**src/rtl/ctm_regs.vh**
```
// Summary of operation
// - Counter readable as low byte and two-bit high byte, upper bits zero.
// - Ten-bit compare-A value in low/high registers, cleared at reset.
// - Mode field: 00 compare output, 11 timer/counter, 10 PWM.
// - Clear-select low: clear on P match or overflow; both flags raised.
// - Clear-select high: clear on A match; only A flag raised.
// - Clear-select high, compare-A zero: overflow at 3FF, no A flag.
// - Compare mode: pin changes on A match or counter-on rising, never on P match.
// - A match drives high, low or toggles per action field; zero no change.
// - Counter-on rising loads pin with initial level bit.
// - Timer/counter mode clears and flags like compare mode, pin undriven.
// - PWM ignores clear-select; swap bit picks period and duty registers.
// - Swap zero: period is code times 128, code zero 1024; duty compare-A.
// - Duty at or above period holds output active whole period.
// - Swap one: period from compare-A; duty from code times 128.
// - PWM raises A flag on A match and P flag on P match.
// - PWM active level from initial bit; action enables; invert reverses.
// - PWM counter keeps running while output forced by action 00 or 01.
// - Counter-on rising resets counter; clearing keeps value.
// - Period field compared to counter bits 9 to 7.
// - Compare action decode: 00 none, 01 low, 10 high, 11 toggle.
// - PWM action decode: 00 inactive, 01 active, 10 waveform.
`ifndef CTM_REGS_VH
`define CTM_REGS_VH
`define CTM_ADDR_CTRL0 3'h0
`define CTM_ADDR_CTRL1 3'h1
`define CTM_ADDR_CNT_LO 3'h2
`define CTM_ADDR_CNT_HI 3'h3
`define CTM_ADDR_CMPA_LO 3'h4
`define CTM_ADDR_CMPA_HI 3'h5
`define CTM_ADDR_FLAGS 3'h6
`define CTM_MODE_CMP 2'h0
`define CTM_MODE_PWM 2'h2
`define CTM_MODE_TMR 2'h3
`define CTM_ACT_NONE 2'h0
`define CTM_ACT_LOW 2'h1
`define CTM_ACT_HIGH 2'h2
`define CTM_ACT_TOG 2'h3
`define CTM_CNT_MAX 10'h3FF
`define CTM_CNT_ZERO 10'h000
`define CTM_CNT_ONE 10'h001
`define CTM_BYTE_ZERO 8'h00
`define CTM_HI_PAD 6'h00
`define CTM_PER_ZERO 3'h0
`define CTM_PER_FULL 11'h400
`define CTM_LOW7_ZERO 7'h00
`define CTM_LOW7_MSB 6
`define CTM_P_MSB 9
`define CTM_P_LSB 7
`define CTM_HI_MSB 9
`define CTM_HI_LSB 8
`define CTM_LO_MSB 7
`define CTM_WD_HI_MSB 1
`define CTM_C0_PAUSE 7
`define CTM_C0_ON 3
`define CTM_C0_PER_HI 2
`define CTM_C0_PER_LO 0
`define CTM_C1_MODE_HI 7
`define CTM_C1_MODE_LO 6
`define CTM_C1_ACT_HI 5
`define CTM_C1_ACT_LO 4
`define CTM_C1_INIT 3
`define CTM_C1_INV 2
`define CTM_C1_SWAP 1
`define CTM_C1_CLRSEL 0
`define CTM_FLAG_A 0
`define CTM_FLAG_P 1
`endif

```
**src/rtl/ctm_timer.v**
```verilog
// Design decisions made here: the address-and-strobe port and the register offsets.
`timescale 1ns/1ps
`default_nettype none
`include "ctm_regs.vh"
module ctm_timer (
    input wire clk,
    input wire resetn,
    input wire tick,
    input wire [2:0] addr,
    input wire [7:0] wdata,
    input wire wr,
    input wire rd,
    output reg [7:0] rdata_ff,
    output reg out_ff,
    output reg out_en_ff,
    output reg match_a_ff,
    output reg match_p_ff
);
    reg rst_a_ff;
    reg rst_b_ff;
    wire rst_n;
    assign rst_n = rst_b_ff;

    // Reset enters asynchronously but is released on a clock edge
    always @(posedge clk or negedge resetn) begin
        if (!resetn) begin
            rst_a_ff <= 1'b0;
        end else begin
            rst_a_ff <= 1'b1;
        end
    end

    always @(posedge clk or negedge resetn) begin
        if (!resetn) begin
            rst_b_ff <= 1'b0;
        end else begin
            rst_b_ff <= rst_a_ff;
        end
    end

    reg [7:0] ctrl0_ff;
    reg [7:0] ctrl1_ff;
    // Compare-A is one ten-bit word; the bus writes it a byte at a time
    reg [9:0] cmpa_ff;
    reg [9:0] cnt_ff;
    reg on_d_ff;
    reg flag_a_ff;
    reg flag_p_ff;
    reg lvl_ff;

    wire pause;
    wire counter_on;
    wire [2:0] period_field;
    wire [1:0] mode;
    wire [1:0] action;
    wire init_lvl;
    wire invert;
    wire swap;
    wire clear_select;

    assign pause = ctrl0_ff[`CTM_C0_PAUSE];
    assign counter_on = ctrl0_ff[`CTM_C0_ON];
    assign period_field = ctrl0_ff[`CTM_C0_PER_HI:`CTM_C0_PER_LO];
    assign mode = ctrl1_ff[`CTM_C1_MODE_HI:`CTM_C1_MODE_LO];
    assign action = ctrl1_ff[`CTM_C1_ACT_HI:`CTM_C1_ACT_LO];
    assign init_lvl = ctrl1_ff[`CTM_C1_INIT];
    assign invert = ctrl1_ff[`CTM_C1_INV];
    assign swap = ctrl1_ff[`CTM_C1_SWAP];
    assign clear_select = ctrl1_ff[`CTM_C1_CLRSEL];

    // Period code in counts, code zero means full range
    function [10:0] code_len;
        input [2:0] code;
        begin
            if (code == `CTM_PER_ZERO) begin
                code_len = `CTM_PER_FULL;
            end else begin
                code_len = {1'b0, code, `CTM_LOW7_ZERO};
            end
        end
    endfunction

    // Register select, shared by every write decode
    function wr_hit;
        input w;
        input [2:0] ad;
        input [2:0] a;
        begin
            wr_hit = w && (ad == a);
        end
    endfunction

    wire on_rise;
    wire step;
    wire [9:0] cnt_inc;
    wire hit_a;
    wire hit_p;
    wire ovf;
    wire is_pwm;

    assign on_rise = counter_on & ~on_d_ff;
    assign step = counter_on & ~pause & tick;
    assign cnt_inc = cnt_ff + `CTM_CNT_ONE;
    // Matches judged on the value being entered, so flags align with the count
    assign hit_a = step && (cnt_inc == cmpa_ff) && (cmpa_ff != `CTM_CNT_ZERO);
    assign hit_p = step
        && (cnt_inc[`CTM_P_MSB:`CTM_P_LSB] == period_field)
        && (cnt_inc[`CTM_LOW7_MSB:0] == `CTM_LOW7_ZERO)
        && (period_field != `CTM_PER_ZERO);
    assign ovf = step && (cnt_ff == `CTM_CNT_MAX);
    assign is_pwm = (mode == `CTM_MODE_PWM);

    // Clear and flag sources per mode
    reg clr;
    reg set_a;
    reg set_p;
    always @* begin
        clr = 1'b0;
        set_a = 1'b0;
        set_p = 1'b0;
        if (is_pwm) begin
            set_a = hit_a;
            set_p = hit_p;
            clr = swap ? hit_a : (hit_p | ovf);
        end else if (clear_select) begin
            clr = hit_a;
            set_a = hit_a;
        end else begin
            clr = hit_p | ovf;
            set_a = hit_a;
            set_p = hit_p;
        end
    end

    // Switching on restarts the count before any clear or step
    reg [9:0] nxt_cnt;
    always @* begin
        nxt_cnt = cnt_ff;
        if (on_rise) begin
            nxt_cnt = `CTM_CNT_ZERO;
        end else if (clr) begin
            nxt_cnt = `CTM_CNT_ZERO;
        end else if (step) begin
            nxt_cnt = cnt_inc;
        end
    end

    always @(posedge clk or negedge rst_n) begin
        if (!rst_n) begin
            cnt_ff <= `CTM_CNT_ZERO;
        end else begin
            cnt_ff <= nxt_cnt;
        end
    end

    // PWM compare: duty and period lengths chosen by swap
    wire [10:0] per_len;
    wire [10:0] duty_len;
    wire duty_full;
    wire pwm_act;
    wire pwm_lvl;

    assign per_len = swap ? {1'b0, cmpa_ff} : code_len(period_field);
    assign duty_len = swap ? code_len(period_field) : {1'b0, cmpa_ff};
    assign duty_full = (duty_len >= per_len);
    assign pwm_act = duty_full | ({1'b0, cnt_ff} < duty_len);

    // Action 11 is undefined in PWM, so it parks at the inactive level
    reg pwm_raw;
    always @* begin
        case (action)
            `CTM_ACT_NONE: pwm_raw = 1'b0;
            `CTM_ACT_LOW: pwm_raw = 1'b1;
            `CTM_ACT_HIGH: pwm_raw = pwm_act;
            default: pwm_raw = 1'b0;
        endcase
    end
    assign pwm_lvl = (pwm_raw ? init_lvl : ~init_lvl) ^ invert;

    reg nxt_lvl;
    always @* begin
        nxt_lvl = lvl_ff;
        if (on_rise) begin
            nxt_lvl = init_lvl;
        end else if (mode == `CTM_MODE_CMP && set_a) begin
            case (action)
                `CTM_ACT_LOW: nxt_lvl = 1'b0;
                `CTM_ACT_HIGH: nxt_lvl = 1'b1;
                `CTM_ACT_TOG: nxt_lvl = ~lvl_ff;
                default: nxt_lvl = lvl_ff;
            endcase
        end
    end

    always @(posedge clk or negedge rst_n) begin
        if (!rst_n) begin
            lvl_ff <= 1'b0;
        end else begin
            lvl_ff <= nxt_lvl;
        end
    end

    reg nxt_out;
    reg nxt_out_en;
    always @* begin
        nxt_out = 1'b0;
        nxt_out_en = 1'b0;
        case (mode)
            `CTM_MODE_CMP: begin
                nxt_out = lvl_ff ^ invert;
                nxt_out_en = 1'b1;
            end
            `CTM_MODE_PWM: begin
                nxt_out = pwm_lvl;
                nxt_out_en = 1'b1;
            end
            default: begin
                // Timer mode releases the pin to the load's pull-down
                nxt_out = 1'b0;
                nxt_out_en = 1'b0;
            end
        endcase
    end

    always @(posedge clk or negedge rst_n) begin
        if (!rst_n) begin
            out_ff <= 1'b0;
            out_en_ff <= 1'b0;
        end else begin
            out_ff <= nxt_out;
            out_en_ff <= nxt_out_en;
        end
    end

    // Control fields take effect on the cycle after the write
    wire wr_ctrl0;
    wire wr_ctrl1;
    wire wr_cmpa_lo;
    wire wr_cmpa_hi;
    wire wr_flags;

    assign wr_ctrl0 = wr_hit(wr, addr, `CTM_ADDR_CTRL0);
    assign wr_ctrl1 = wr_hit(wr, addr, `CTM_ADDR_CTRL1);
    assign wr_cmpa_lo = wr_hit(wr, addr, `CTM_ADDR_CMPA_LO);
    assign wr_cmpa_hi = wr_hit(wr, addr, `CTM_ADDR_CMPA_HI);
    assign wr_flags = wr_hit(wr, addr, `CTM_ADDR_FLAGS);

    // Previous counter-on; resets to the off level, so no false edge
    always @(posedge clk or negedge rst_n) begin
        if (!rst_n) begin
            on_d_ff <= 1'b0;
        end else begin
            on_d_ff <= counter_on;
        end
    end

    always @(posedge clk or negedge rst_n) begin
        if (!rst_n) begin
            ctrl0_ff <= `CTM_BYTE_ZERO;
        end else if (wr_ctrl0) begin
            ctrl0_ff <= wdata;
        end
    end

    always @(posedge clk or negedge rst_n) begin
        if (!rst_n) begin
            ctrl1_ff <= `CTM_BYTE_ZERO;
        end else if (wr_ctrl1) begin
            ctrl1_ff <= wdata;
        end
    end

    always @(posedge clk or negedge rst_n) begin
        if (!rst_n) begin
            cmpa_ff <= `CTM_CNT_ZERO;
        end else begin
            if (wr_cmpa_lo) begin
                cmpa_ff[`CTM_LO_MSB:0] <= wdata;
            end
            if (wr_cmpa_hi) begin
                cmpa_ff[`CTM_HI_MSB:`CTM_HI_LSB] <= wdata[`CTM_WD_HI_MSB:0];
            end
        end
    end

    // Set wins over a write-one clear in the same cycle
    always @(posedge clk or negedge rst_n) begin
        if (!rst_n) begin
            flag_a_ff <= 1'b0;
        end else begin
            flag_a_ff <= set_a | (flag_a_ff & ~(wr_flags & wdata[`CTM_FLAG_A]));
        end
    end

    always @(posedge clk or negedge rst_n) begin
        if (!rst_n) begin
            flag_p_ff <= 1'b0;
        end else begin
            flag_p_ff <= set_p | (flag_p_ff & ~(wr_flags & wdata[`CTM_FLAG_P]));
        end
    end

    // Match pulses mirror each flag set for one cycle
    always @(posedge clk or negedge rst_n) begin
        if (!rst_n) begin
            match_a_ff <= 1'b0;
        end else begin
            match_a_ff <= set_a;
        end
    end

    always @(posedge clk or negedge rst_n) begin
        if (!rst_n) begin
            match_p_ff <= 1'b0;
        end else begin
            match_p_ff <= set_p;
        end
    end

    // Read data stands one cycle and is zero otherwise
    reg [7:0] nxt_rdata;
    always @* begin
        nxt_rdata = `CTM_BYTE_ZERO;
        if (rd) begin
            case (addr)
                `CTM_ADDR_CTRL0: nxt_rdata = ctrl0_ff;
                `CTM_ADDR_CTRL1: nxt_rdata = ctrl1_ff;
                `CTM_ADDR_CNT_LO: nxt_rdata = cnt_ff[`CTM_LO_MSB:0];
                `CTM_ADDR_CNT_HI: nxt_rdata = {`CTM_HI_PAD, cnt_ff[`CTM_HI_MSB:`CTM_HI_LSB]};
                `CTM_ADDR_CMPA_LO: nxt_rdata = cmpa_ff[`CTM_LO_MSB:0];
                `CTM_ADDR_CMPA_HI: nxt_rdata = {`CTM_HI_PAD, cmpa_ff[`CTM_HI_MSB:`CTM_HI_LSB]};
                `CTM_ADDR_FLAGS: nxt_rdata = {`CTM_HI_PAD, flag_p_ff, flag_a_ff};
                default: nxt_rdata = `CTM_BYTE_ZERO;
            endcase
        end
    end

    always @(posedge clk or negedge rst_n) begin
        if (!rst_n) begin
            rdata_ff <= `CTM_BYTE_ZERO;
        end else begin
            rdata_ff <= nxt_rdata;
        end
    end
endmodule
`default_nettype wire

```
**config.mk**
```make
export PLATFORM = sky130hd
export DESIGN_NAME = ctm_timer
export DESIGN_NICKNAME = d
export VERILOG_FILES = /design/src/rtl/ctm_timer.v
export VERILOG_INCLUDE_DIRS = /design/src /design/src/rtl
export SDC_FILE = /design/constraint.sdc
export NUM_CORES = 1
export LEC_CHECK = 0
export BUFFER_PORTS_ARGS = -buffer_cell sky130_fd_sc_hd__buf_2
export CORE_MARGIN = 10
export CORE_UTILIZATION = 31
export DETAILED_ROUTE_END_ITERATION = 7
export PLACE_DENSITY = 0.5
export SLEW_MARGIN = 20
export SYNTH_ARGS = -nofsm -noshare
export SYNTH_HDL_FRONTEND = slang
export SYNTH_SLANG_ARGS = --single-unit
```
**constraint.sdc**
```tcl
create_clock -name clk -period 1.5 [get_ports clk]
set_input_delay 0.15 -clock clk [delete_from_list [all_inputs] [get_ports clk]]
set_output_delay 0.15 -clock clk [all_outputs]
set_load 0.1 [all_outputs]
```
==> metrics, run 1 <==
outcome=finished, violations left; failing checks=negative setup slack; Worst Hold End=ctrl1_ff[4]$_DFFE_PN0P_; sequential-to-total area share from yosys stat=approximately a third; row count=40; dpl hpwl=about 9600 um; WL/cell=approximately 18 um; worst clock skew=about 0.0095 ns; nets@finish=about 560; Async SR Flop Fraction=100%; number of antenna diodes=0; WS Path Type=reg2reg; Synth cell types=between 60 and 70; Placer Congestion=around 0.90; met3 usage in global routing=about 2.1%; net count of the mapped netlist=431; Longest Clk Path Bufs=2; leakage power=roughly 0.0025 uW; num ports=28; Area Growth Syn to Fin=45.5%; power per cell area=around 1100 nW/um^2; H-tree depth=2; maximum single-stage delay on the critical path=0.47 ns; Die ar.=17400 sq um; fin crit period=between 2 and 2.5 ns; slowest CP cell=dfrtp_2; Reg2Reg Capture Point=lvl_ff$_DFFE_PN0P_; Peak VDD IR=roughly 0.00063 V; met2 usage=approximately a quarter; Die X=roughly 130 um; hold wc startpoint=wdata[4]; routed wire length=about 13000 um; vias=between 3000 and 4000; number of synthesized flops with an enable pin=0; Via-to-Cell Ratio=a little over 5; crit-path max FO=5; Critical Path AT=between 2 and 3 ns; placed insts=678; layout cells sized above 1=47.0%; grt met1 use=around 18%; largest net degree at the start of global routing=53; drc violations=0; Setup crit end kind=register; worst reg2reg path depth=9; Iter 0 DRT Violations=213; Skew-Pair Late Insertion Delay=~0.3 ns; Final Cycle Share=159%; Num CTS Buffers=5; CTS Sinks=54; Final Max Tran Viols=0; leading cell type in the layout, fill and taps excluded=buf_4; CTS tree=built; Required @ worst endpoint=~1.7 ns; vias in the first global route=about 3800; Final Power=between 6000 and 7000 uW; area leader, netlist=dfrtp_1; Final Non-Filler Cells=700; DIE HEIGHT=roughly 130 um; FF+latch count, synth=54; remaining antenna violation count=0; ys flop type=dfrtp_1; top post-synthesis cells by area=dfrtp_1 (35%), mux2_2 (6.7%), ha_1 (4.5%); cells along the critical path=buf_6 > and2_4 > a31o_1 > a221oi_2 > o2111ai_4 > buf_4 > nor3_2 > mux2_4 > o21ai_2; Core ar.=between 10000 and 15000 sq um; Rel. slew slack=a little over three fifths; Fmax achieved=between 400 and 500 MHz; reg-to-reg slack, setup=-0.88 ns; startpoint types=register; setup violators final=16; worst slew pin tran=about 0.56 ns; Port Buffers=27; Worst Hold Path Cells=3; GR peak layer=met2; Max Cap Violations=0; reg2reg start=cnt_ff[1]$_DFFE_PN0P_; RSZ-0062 raised after global routing=true; Yosys warning total=0; root buffer cell=clkbuf_16; Clock transition at path regs=about 0.08 ns; Hold WC Path Type=in2reg; syn_area_per_cell=slightly below 10 sq um; GRT Residual Overflow=0; final hold vios=0; Tot GR Track Use=between 10 and 15%; most frequent cells in the layout=buf_4 (111), dfrtp_1 (46), buf_2 (27); Synth Instances=approximately 400; initial antenna violation count=0; first-pass GRT wire length=~20000 um; TritonRoute pass-1 iters=5; Initial Utilization=32.0%; share of the synthesized area in the top cell type=a little over a third; Post-Syn Area=about 3900 sq um; final worst setup slack=-0.878 ns
per-stage QoR:
step	setup TNS (ns)	util, %	hold slack (ns)	cell area [sq um]	worst slack (ns)
final	-11.87	46.5	0.0938	5630	-0.878
after global routing	-12.78	46.5	0.114	5630	-0.919
after CTS	-11.10	45.4	0.0902	5490	-0.816
after detailed placement	-13.48	40.9	-0.0624	4960	-0.978
after global placement	-12.65	40.9	-0.0646	4960	-0.897
after floorplan	-10.97	-	-0.146	3920	-0.819
synthesized netlist by cell type (2+ instances only):
cell type  instances
nor4_1             2
a21boi_0           3
and4_1             2
dfrtp_1           54
buf_1              3
a221oi_1           2
clkbuf_1          13
nor3b_1            3
buf_2              8
xor2_1             6
xnor3_1            5
mux4_2             2
and2_1            14
nand2_1           26
o2111ai_1          2
a221oi_2           2
a21o_1             4
a21oi_1           15
inv_1              9
a22o_1             4
mux2i_1           14
and3_1            10
mux2_2            23
a211oi_1           7
ha_1              14
o21ai_0           20
xnor2_1            7
nor4b_1            4
a311oi_1           2
nor2_1            24
a2111oi_0          2
nand4_1            7
nand2b_1           4
nor2b_1           10
buf_6              5
o22a_1             2
nand4b_1           5
nand3_1           14
a32o_1             2
nor3_1            12
and4b_1            2
nand3b_1           3
o221ai_1           2
and3b_1            2
worst max path at each step:
| stage | slack (ns) | end | depth (start not counted) | start |
|---|---|---|---|---|
| 2_1_floorplan | -0.82 | cnt_ff[2]$_DFFE_PN0P_ | 10 | cnt_ff[1]$_DFFE_PN0P_ |
| 3_3_place_gp | -0.90 | cnt_ff[1]$_DFFE_PN0P_ | 8 | cnt_ff[0]$_DFFE_PN0P_ |
| 3_5_place_dp | -0.98 | cnt_ff[7]$_DFFE_PN0P_ | 8 | cnt_ff[0]$_DFFE_PN0P_ |
| 4_1_cts | -0.82 | cnt_ff[2]$_DFFE_PN0P_ | 9 | cnt_ff[1]$_DFFE_PN0P_ |
| 5_1_grt | -0.92 | cnt_ff[2]$_DFFE_PN0P_ | 9 | cnt_ff[0]$_DFFE_PN0P_ |
| 6_report | -0.88 | lvl_ff$_DFFE_PN0P_ | 9 | cnt_ff[1]$_DFFE_PN0P_ |
repair_timing:
item | 4_1_cts | 5_1_grt
pin swaps | 25 | 13
endpoints found under the setup margin | 17 | 17
resized for setup | 60 | 22
setup buffers | 9 | 5
endpoints found under the hold margin | 2 | 0
hold buffers | 1 | 0
registers in the layout, summed over array words and instances (netlist names):
register,cells
out_ff,1
lvl_ff,1
out_en_ff,1
match_a_ff,1
cmpa_ff,10
rst_a_ff,1
ctrl1_ff,8
flag_a_ff,1
ctrl0_ff,8
flag_p_ff,1
rdata_ff,8
cnt_ff,10
match_p_ff,1
rst_b_ff,1
on_d_ff,1
area by class of cell:
cell class / count / area [sq um]
clock buffer: 6 / 139
clock inverter: 2 / 17.5
fill: 1189 / 6480
inverter: 10 / 42.5
multi-input combinational: 307 / 2700
sequential: 54 / 1360
tap: 168 / 210
timing repair buffer: 153 / 1160
where the power goes:
group	leakage, uW	switching (uW)	internal [uW]	total [uW]
registers	0.000676	218	1690	1900
clock network	0.0000770	583	673	1260
logic	0.00178	1610	1420	3030
total	0.00254	2410	3780	6190
routing by layer:
metal	share of wire, %	vias to the layer above	routed length (um)
met2	50	88	6380
met3	4.4	15	557
met5	0	-	0
met4	1.5	0	190
met1	44	1782	5510
li1	-	1724	-
logic make-up (layout without fill, tap and decap cells):
group / after synthesis / count (layout) / synth area share [%]
AND/OR/NAND/NOR: 152 / 152 / 22.4
adder cells (fa/ha/maj): 14 / 14 / 4.52
AO/OA/AOI/OAI: 83 / 83 / 15.5
buffers and inverters: 40 / 171 / 5.20
other: 1 / 1 / 0.0969
multiplexers: 39 / 39 / 11.5
XOR/XNOR: 18 / 18 / 5.85
flip-flops: 54 / 54 / 34.9
critical path, delay by kind of cell (launching register included):
family | cells | cell delay, ns
buffers and inverters | 2 | 0.33
DFF | 1 | 0.47
muxes | 1 | 0.32
and+or+nand+nor | 2 | 0.30
AOI/OAI and AO/OA | 4 | 0.88
No activity file was read; power rests on OpenSTA's default activity.
==> inputs of run 2 (changes only) <==
- PLACE_DENSITY: 0.5 -> 0.56
==> metrics, run 2 (synthesis results as in run 1) <==
outcome=finished, violations left; failing checks=negative setup slack; Fmax achieved=432 MHz (+2.7%); Psw=2420 uW (+0.36%); WL/cell=18.2 um (+0.59%); vias=3705 (+2.7%); setup violators final=17 (+1); power share of the clock group=19.5% (-0.8 points); number of antenna diodes=0 (unchanged); initial antenna violation count=0 (unchanged); fin crit period=2.32 ns (-0.0615 ns); final worst setup slack=-0.817 ns (+0.0615 ns); Tot GR Track Use=14.7% (+0.51 points); Final Max Tran Viols=0 (unchanged); Initial Utilization=32.0% (unchanged); multi-input combinational cell area=2680 sq um (-0.88%); Die X=132 um (unchanged); Peak VDD IR=0.000615 V (-2.4%); nets@finish=567 (+1.1%); Final Cycle Share=154% (-4.1 points); Skew-Pair Late Insertion Delay=0.31 ns (about the same); internal power=3790 uW (+0.21%); remaining antenna violation count=0 (unchanged); worst clock skew=0.00361 ns (-0.00584 ns); first-pass GRT wire length=20800 um (+2.7%); crit-path max FO=8 (+3); drc violations=0 (unchanged); WS Path Type=reg2reg; Core ar.=12100 sq um (unchanged); Max Cap Violations=0 (unchanged); Required @ worst endpoint=1.69 ns (-0.04 ns); row count=40 (unchanged); Port Buffers=27 (unchanged); Place WS=-1.01 ns (-0.0345 ns); vias in the first global route=3894 (+1.3%); Hold WC Path Type=in2reg; Sw Ratio=39.0% (about the same); leading cell type in the layout, fill and taps excluded=buf_4; Area Growth Syn to Fin=46.3%; dpl hpwl=9690 um (+0.42%); Critical Path AT=2.51 ns (-0.10 ns); layout cells sized above 1=47.2% (+0.22 points); routed wire length=12800 um (+1.5%); power per cell area=1100 nW/um^2 (-0.27%); startpoint types=register; Reg area=1360 sq um (-0.28%); num ports=28 (unchanged); CTS Sinks=54 (unchanged); most frequent cells in the layout=buf_4 (116), dfrtp_1 (49), buf_2 (27); leakage power=0.00257 uW (+1.3%); largest registers=cmpa_ff (10), cnt_ff (10); RSZ-0062 raised after global routing=true; root buffer cell=clkbuf_16; Setup crit end kind=register; final hold slack=0.0854 ns (-0.00842 ns); Final Power=6200 uW (+0.27%); Clock transition at path regs=0.07 ns (about the same); Rel. slew slack=62.2% (-0.38 points); CTS tree=built; TritonRoute pass-1 iters=5 (unchanged); Placed Area=5010 sq um (+1.0%); Die ar.=17400 sq um (unchanged); Placer Congestion=0.929 (+3.4%); Iter 0 DRT Violations=260 (+22%); Longest Clk Path Bufs=2 (unchanged); final instance area=5660 sq um (+0.53%); DIE HEIGHT=132 um (unchanged); reg-to-reg slack, setup=-0.82 ns (+0.06 ns); Reg power frac=30.8% (about the same); Fill cells=1167 (-1.9%); largest net degree at the start of global routing=53 (unchanged); H-tree depth=2 (unchanged); Num CTS Buffers=5 (unchanged); Via-to-Cell Ratio=5.25 (+1.8%); logic gate share of total power=49.7% (+0.8 points); final hold vios=0 (unchanged); GRT Residual Overflow=0 (unchanged); worst slew pin tran=0.564 ns (+0.00573 ns)
## run 2: cell count changes in the layout (fill, tap and decap cells not counted), moves of 3 or more
cell      change
dfrtp_1       +3
buf_4         +5
nand2_1       -3
clkinv_4      -3
a21oi_1       +3
nand2_2       +3
dfrtp_2       -3
## run 2: critical path, stage by stage, from the launching register on
cell	delay, ns
dfrtp_2	0.47
ha_4	0.30
xnor2_2	0.11
nand3_2	0.13
nor4_4	0.31
o2111ai_2	0.21
o21ai_4	0.21
buf_12	0.15
a211oi_2	0.07
a211o_1	0.25
## run 2: power groups by stage
stage	logic [uW]	registers (uW)	clock network (uW)
after floorplan	1310	2120	0
after global placement	2580	1900	0
after detailed placement	2610	1910	0
after CTS	2950	1900	1230
after global routing	3320	1940	1300
final	3080	1910	1210
## run 2: metal layers
metal	part of all wire, %	global-route usage, %	vias to the layer above
li1	-	-	1743
met1	44	18.1	1841
met5	0	0	-
met3	3.9	2.55	20
met2	50	25.4	101
met4	2.2	5.01	0
## run 2: layout make-up
class | count | share of cell area [%]
Clock inverter | 2 | 0.265
Sequential cell | 54 | 24.0
Timing Repair Buffer | 159 | 21.8
Inverter | 10 | 0.751
Multi-Input combinational cell | 307 | 47.3
Clock buffer | 6 | 2.28
Tap cell | 168 | 3.71
## run 2: path summary, 6_finish.rpt
kind | to | startpoint | cells after the start
max in group asynchronous | cnt_ff[2]$_DFFE_PN0P_ | rst_b_ff$_DFF_PN0_ | 1
max reg2reg | cnt_ff[2]$_DFFE_PN0P_ | cnt_ff[0]$_DFFE_PN0P_ | 9
min in group asynchronous | rst_b_ff$_DFF_PN0_ | resetn | 2
min reg2reg | ctrl0_ff[6]$_DFFE_PN0P_ | rst_b_ff$_DFF_PN0_ | 1
min | ctrl1_ff[6]$_DFFE_PN0P_ | wdata[6] | 3
max | cnt_ff[2]$_DFFE_PN0P_ | cnt_ff[0]$_DFFE_PN0P_ | 9
## run 2: what timing repair did
| item | CTS | global route |
|---|---|---|
| hold endpoints to repair | 2 | 0 |
| gates resized for setup | 54 | 27 |
| pin swaps | 29 | 17 |
| setup endpoints to repair | 17 | 18 |
| buffers inserted | 16 | 1 |
| hold buffers | 1 | 0 |
## run 2: through the flow
stage / utilization [%] / cells / TNS (ns)
2_1_floorplan: - / 401 / -10.97
3_3_place_gp: 41.3 / 683 / -12.84
6_report: 46.8 / 706 / -11.19
4_1_cts: 45.8 / 706 / -10.85
5_1_grt: 46.8 / 706 / -12.85
3_5_place_dp: 41.3 / 683 / -13.80
==> inputs of run 3 (changes only) <==
- REMOVE_ABC_BUFFERS: default -> 1
==> metrics, run 3 (synthesis results as in run 1) <==
GRT Residual Overflow=0 (unchanged); Max Cap Violations=0 (unchanged); leading cell type in the layout, fill and taps excluded=buf_4; root buffer cell=clkbuf_16; Hold WC Path Type=in2reg; initial antenna violation count=0 (unchanged); cells along the critical path=ha_4 > xnor2_4 > nand3_2 > nor4_4 > o2111ai_4 > o21ai_4 > buf_12 > nand2_4 > a32o_1; Initial Utilization=32.0% (unchanged); Fmax achieved=422 MHz (-2.2%); final instance area=5740 sq um (+1.4%); most frequent cells in the layout=buf_4 (129), dfrtp_1 (48), buf_2 (27); Die X=132 um (unchanged); Die ar.=17400 sq um (unchanged); final worst setup slack=-0.869 ns (-0.0527 ns); num ports=28 (unchanged); RSZ-0062 raised after global routing=true; Placer Congestion=0.926 (-0.24%); multi-input combinational cell area=2680 sq um (+0.23%); Required @ worst endpoint=1.70 ns (about the same); row count=40 (unchanged); H-tree depth=2 (unchanged); Peak VDD IR=0.000547 V (-11%); vias=3770 (+1.8%); fin crit period=2.37 ns (+0.0527 ns); CTS Sinks=54 (unchanged); crit-path max FO=7 (-1); Via-to-Cell Ratio=5.26 (+0.19%); failing checks=negative setup slack; Skew-Pair Late Insertion Delay=0.31 ns (about the same); routed wire length=13100 um (+2.5%); Place WS=-1.07 ns (-0.0597 ns); vias in the first global route=3857 (-0.95%); Num CTS Buffers=5 (unchanged); Fill cells=1164 (-0.26%); Area Growth Syn to Fin=48.4%; worst clock skew=0.00618 ns (+0.00256 ns); remaining antenna violation count=0 (unchanged); maximum single-stage delay on the critical path=0.47 ns (about the same); Iter 0 DRT Violations=262 (+0.77%); WL/cell=18.3 um (+0.90%); outcome=finished, violations left; Tot GR Track Use=14.8% (+0.061 points); Placed Area=4990 sq um (-0.37%); Port Buffers=27 (unchanged); Core ar.=12100 sq um (unchanged); slowest CP cell=dfrtp_2; dpl hpwl=10100 um (+4.1%); number of antenna diodes=0 (unchanged); Setup crit end kind=register; DIE HEIGHT=132 um (unchanged); nets@finish=578 (+1.9%); worst slew pin tran=0.580 ns (+0.0153 ns); Final Cycle Share=158% (+3.5 points); setup violators final=17 (unchanged); Reg area=1360 sq um (about the same); layout cells sized above 1=49.4% (+2.2 points); leakage power=0.00263 uW (+2.2%); first-pass GRT wire length=20800 um (+0.13%); startpoint types=register; Rel. slew slack=61.2% (-1.0 points); drc violations=0 (unchanged); Critical Path AT=2.57 ns (+0.06 ns); Clock transition at path regs=0.08 ns (about the same); TritonRoute pass-1 iters=6 (+1); largest registers=cmpa_ff (10), cnt_ff (10); final hold vios=0 (unchanged); Final Max Tran Viols=0 (unchanged); CTS tree=built; Longest Clk Path Bufs=2 (unchanged); largest net degree at the start of global routing=21 (-60%); WS Path Type=reg2reg; power per cell area=1110 nW/um^2 (+1.6%)
-- run 3: path summary, 6_finish.rpt --
| path | from | to | slack (ns) | depth (start not counted) |
|---|---|---|---|---|
| min | wdata[5] | ctrl1_ff[5]$_DFFE_PN0P_ | 0.07 | 3 |
| max in group asynchronous | rst_b_ff$_DFF_PN0_ | ctrl0_ff[2]$_DFFE_PN0P_ | 0.98 | 1 |
| max | cnt_ff[0]$_DFFE_PN0P_ | cnt_ff[7]$_DFFE_PN0P_ | -0.87 | 9 |
| max reg2reg | cnt_ff[0]$_DFFE_PN0P_ | cnt_ff[7]$_DFFE_PN0P_ | -0.87 | 9 |
| min in group asynchronous | resetn | rst_b_ff$_DFF_PN0_ | 0.14 | 2 |
| min reg2reg | rst_b_ff$_DFF_PN0_ | ctrl1_ff[5]$_DFFE_PN0P_ | 0.22 | 1 |
-- run 3: layout make-up --
class | instances | area share, %
Sequential cell | 54 | 23.7
Tap cell | 168 | 3.66
Clock inverter | 3 | 0.501
Clock buffer | 5 | 2.18
Inverter | 10 | 0.741
Timing Repair Buffer | 170 | 22.5
Multi-Input combinational cell | 307 | 46.7
-- run 3: per-layer routing --
metal  GRT usage, %  up-vias  part of all wire (%)  wire (um)
li1               -     1777                     -          -
met3           3.05       21                   6.2        820
met1           19.3     1864                    45       5860
met2           24.0      108                    48       6250
met4           4.45        0                   1.6        214
met5              0        -                     0          0
-- run 3: power by group --
| group | internal [uW] | switching, uW |
|---|---|---|
| Sequential | 1690 | 208 |
| Clock | 642 | 612 |
| Combinational | 1550 | 1700 |
| Total | 3880 | 2520 |
-- run 3: repair_timing --
item | CTS | global route
hold buffers | 1 | 0
endpoints found under the hold margin | 2 | 0
buffers inserted | 17 | 9
endpoints found under the setup margin | 16 | 18
pin swaps | 32 | 13
gates resized for setup | 66 | 28
-- run 3: stage by stage --
step	hold WS, ns	cells	util [%]	setup TNS (ns)	total power (uW)
floorplan	-0.146	371	-	-17.83	3340
global placement	-0.0657	687	41.2	-13.12	4490
detailed placement	-0.0641	687	41.2	-14.72	4540
CTS	0.0679	712	46.1	-11.67	6240
global route	0.0828	717	47.4	-13.78	6750
finish	0.0710	717	47.4	-12.27	6390
-- run 3: worst max-delay path, delay by kind of cell (launching register included) --
family | cells | cell delay, ns
AOI/OAI and AO/OA | 3 | 0.67
xor gates and xnor gates | 1 | 0.12
adders and majority gates | 1 | 0.32
buffers and inverters | 1 | 0.14
DFF | 1 | 0.47
and+or+nand+nor | 3 | 0.54
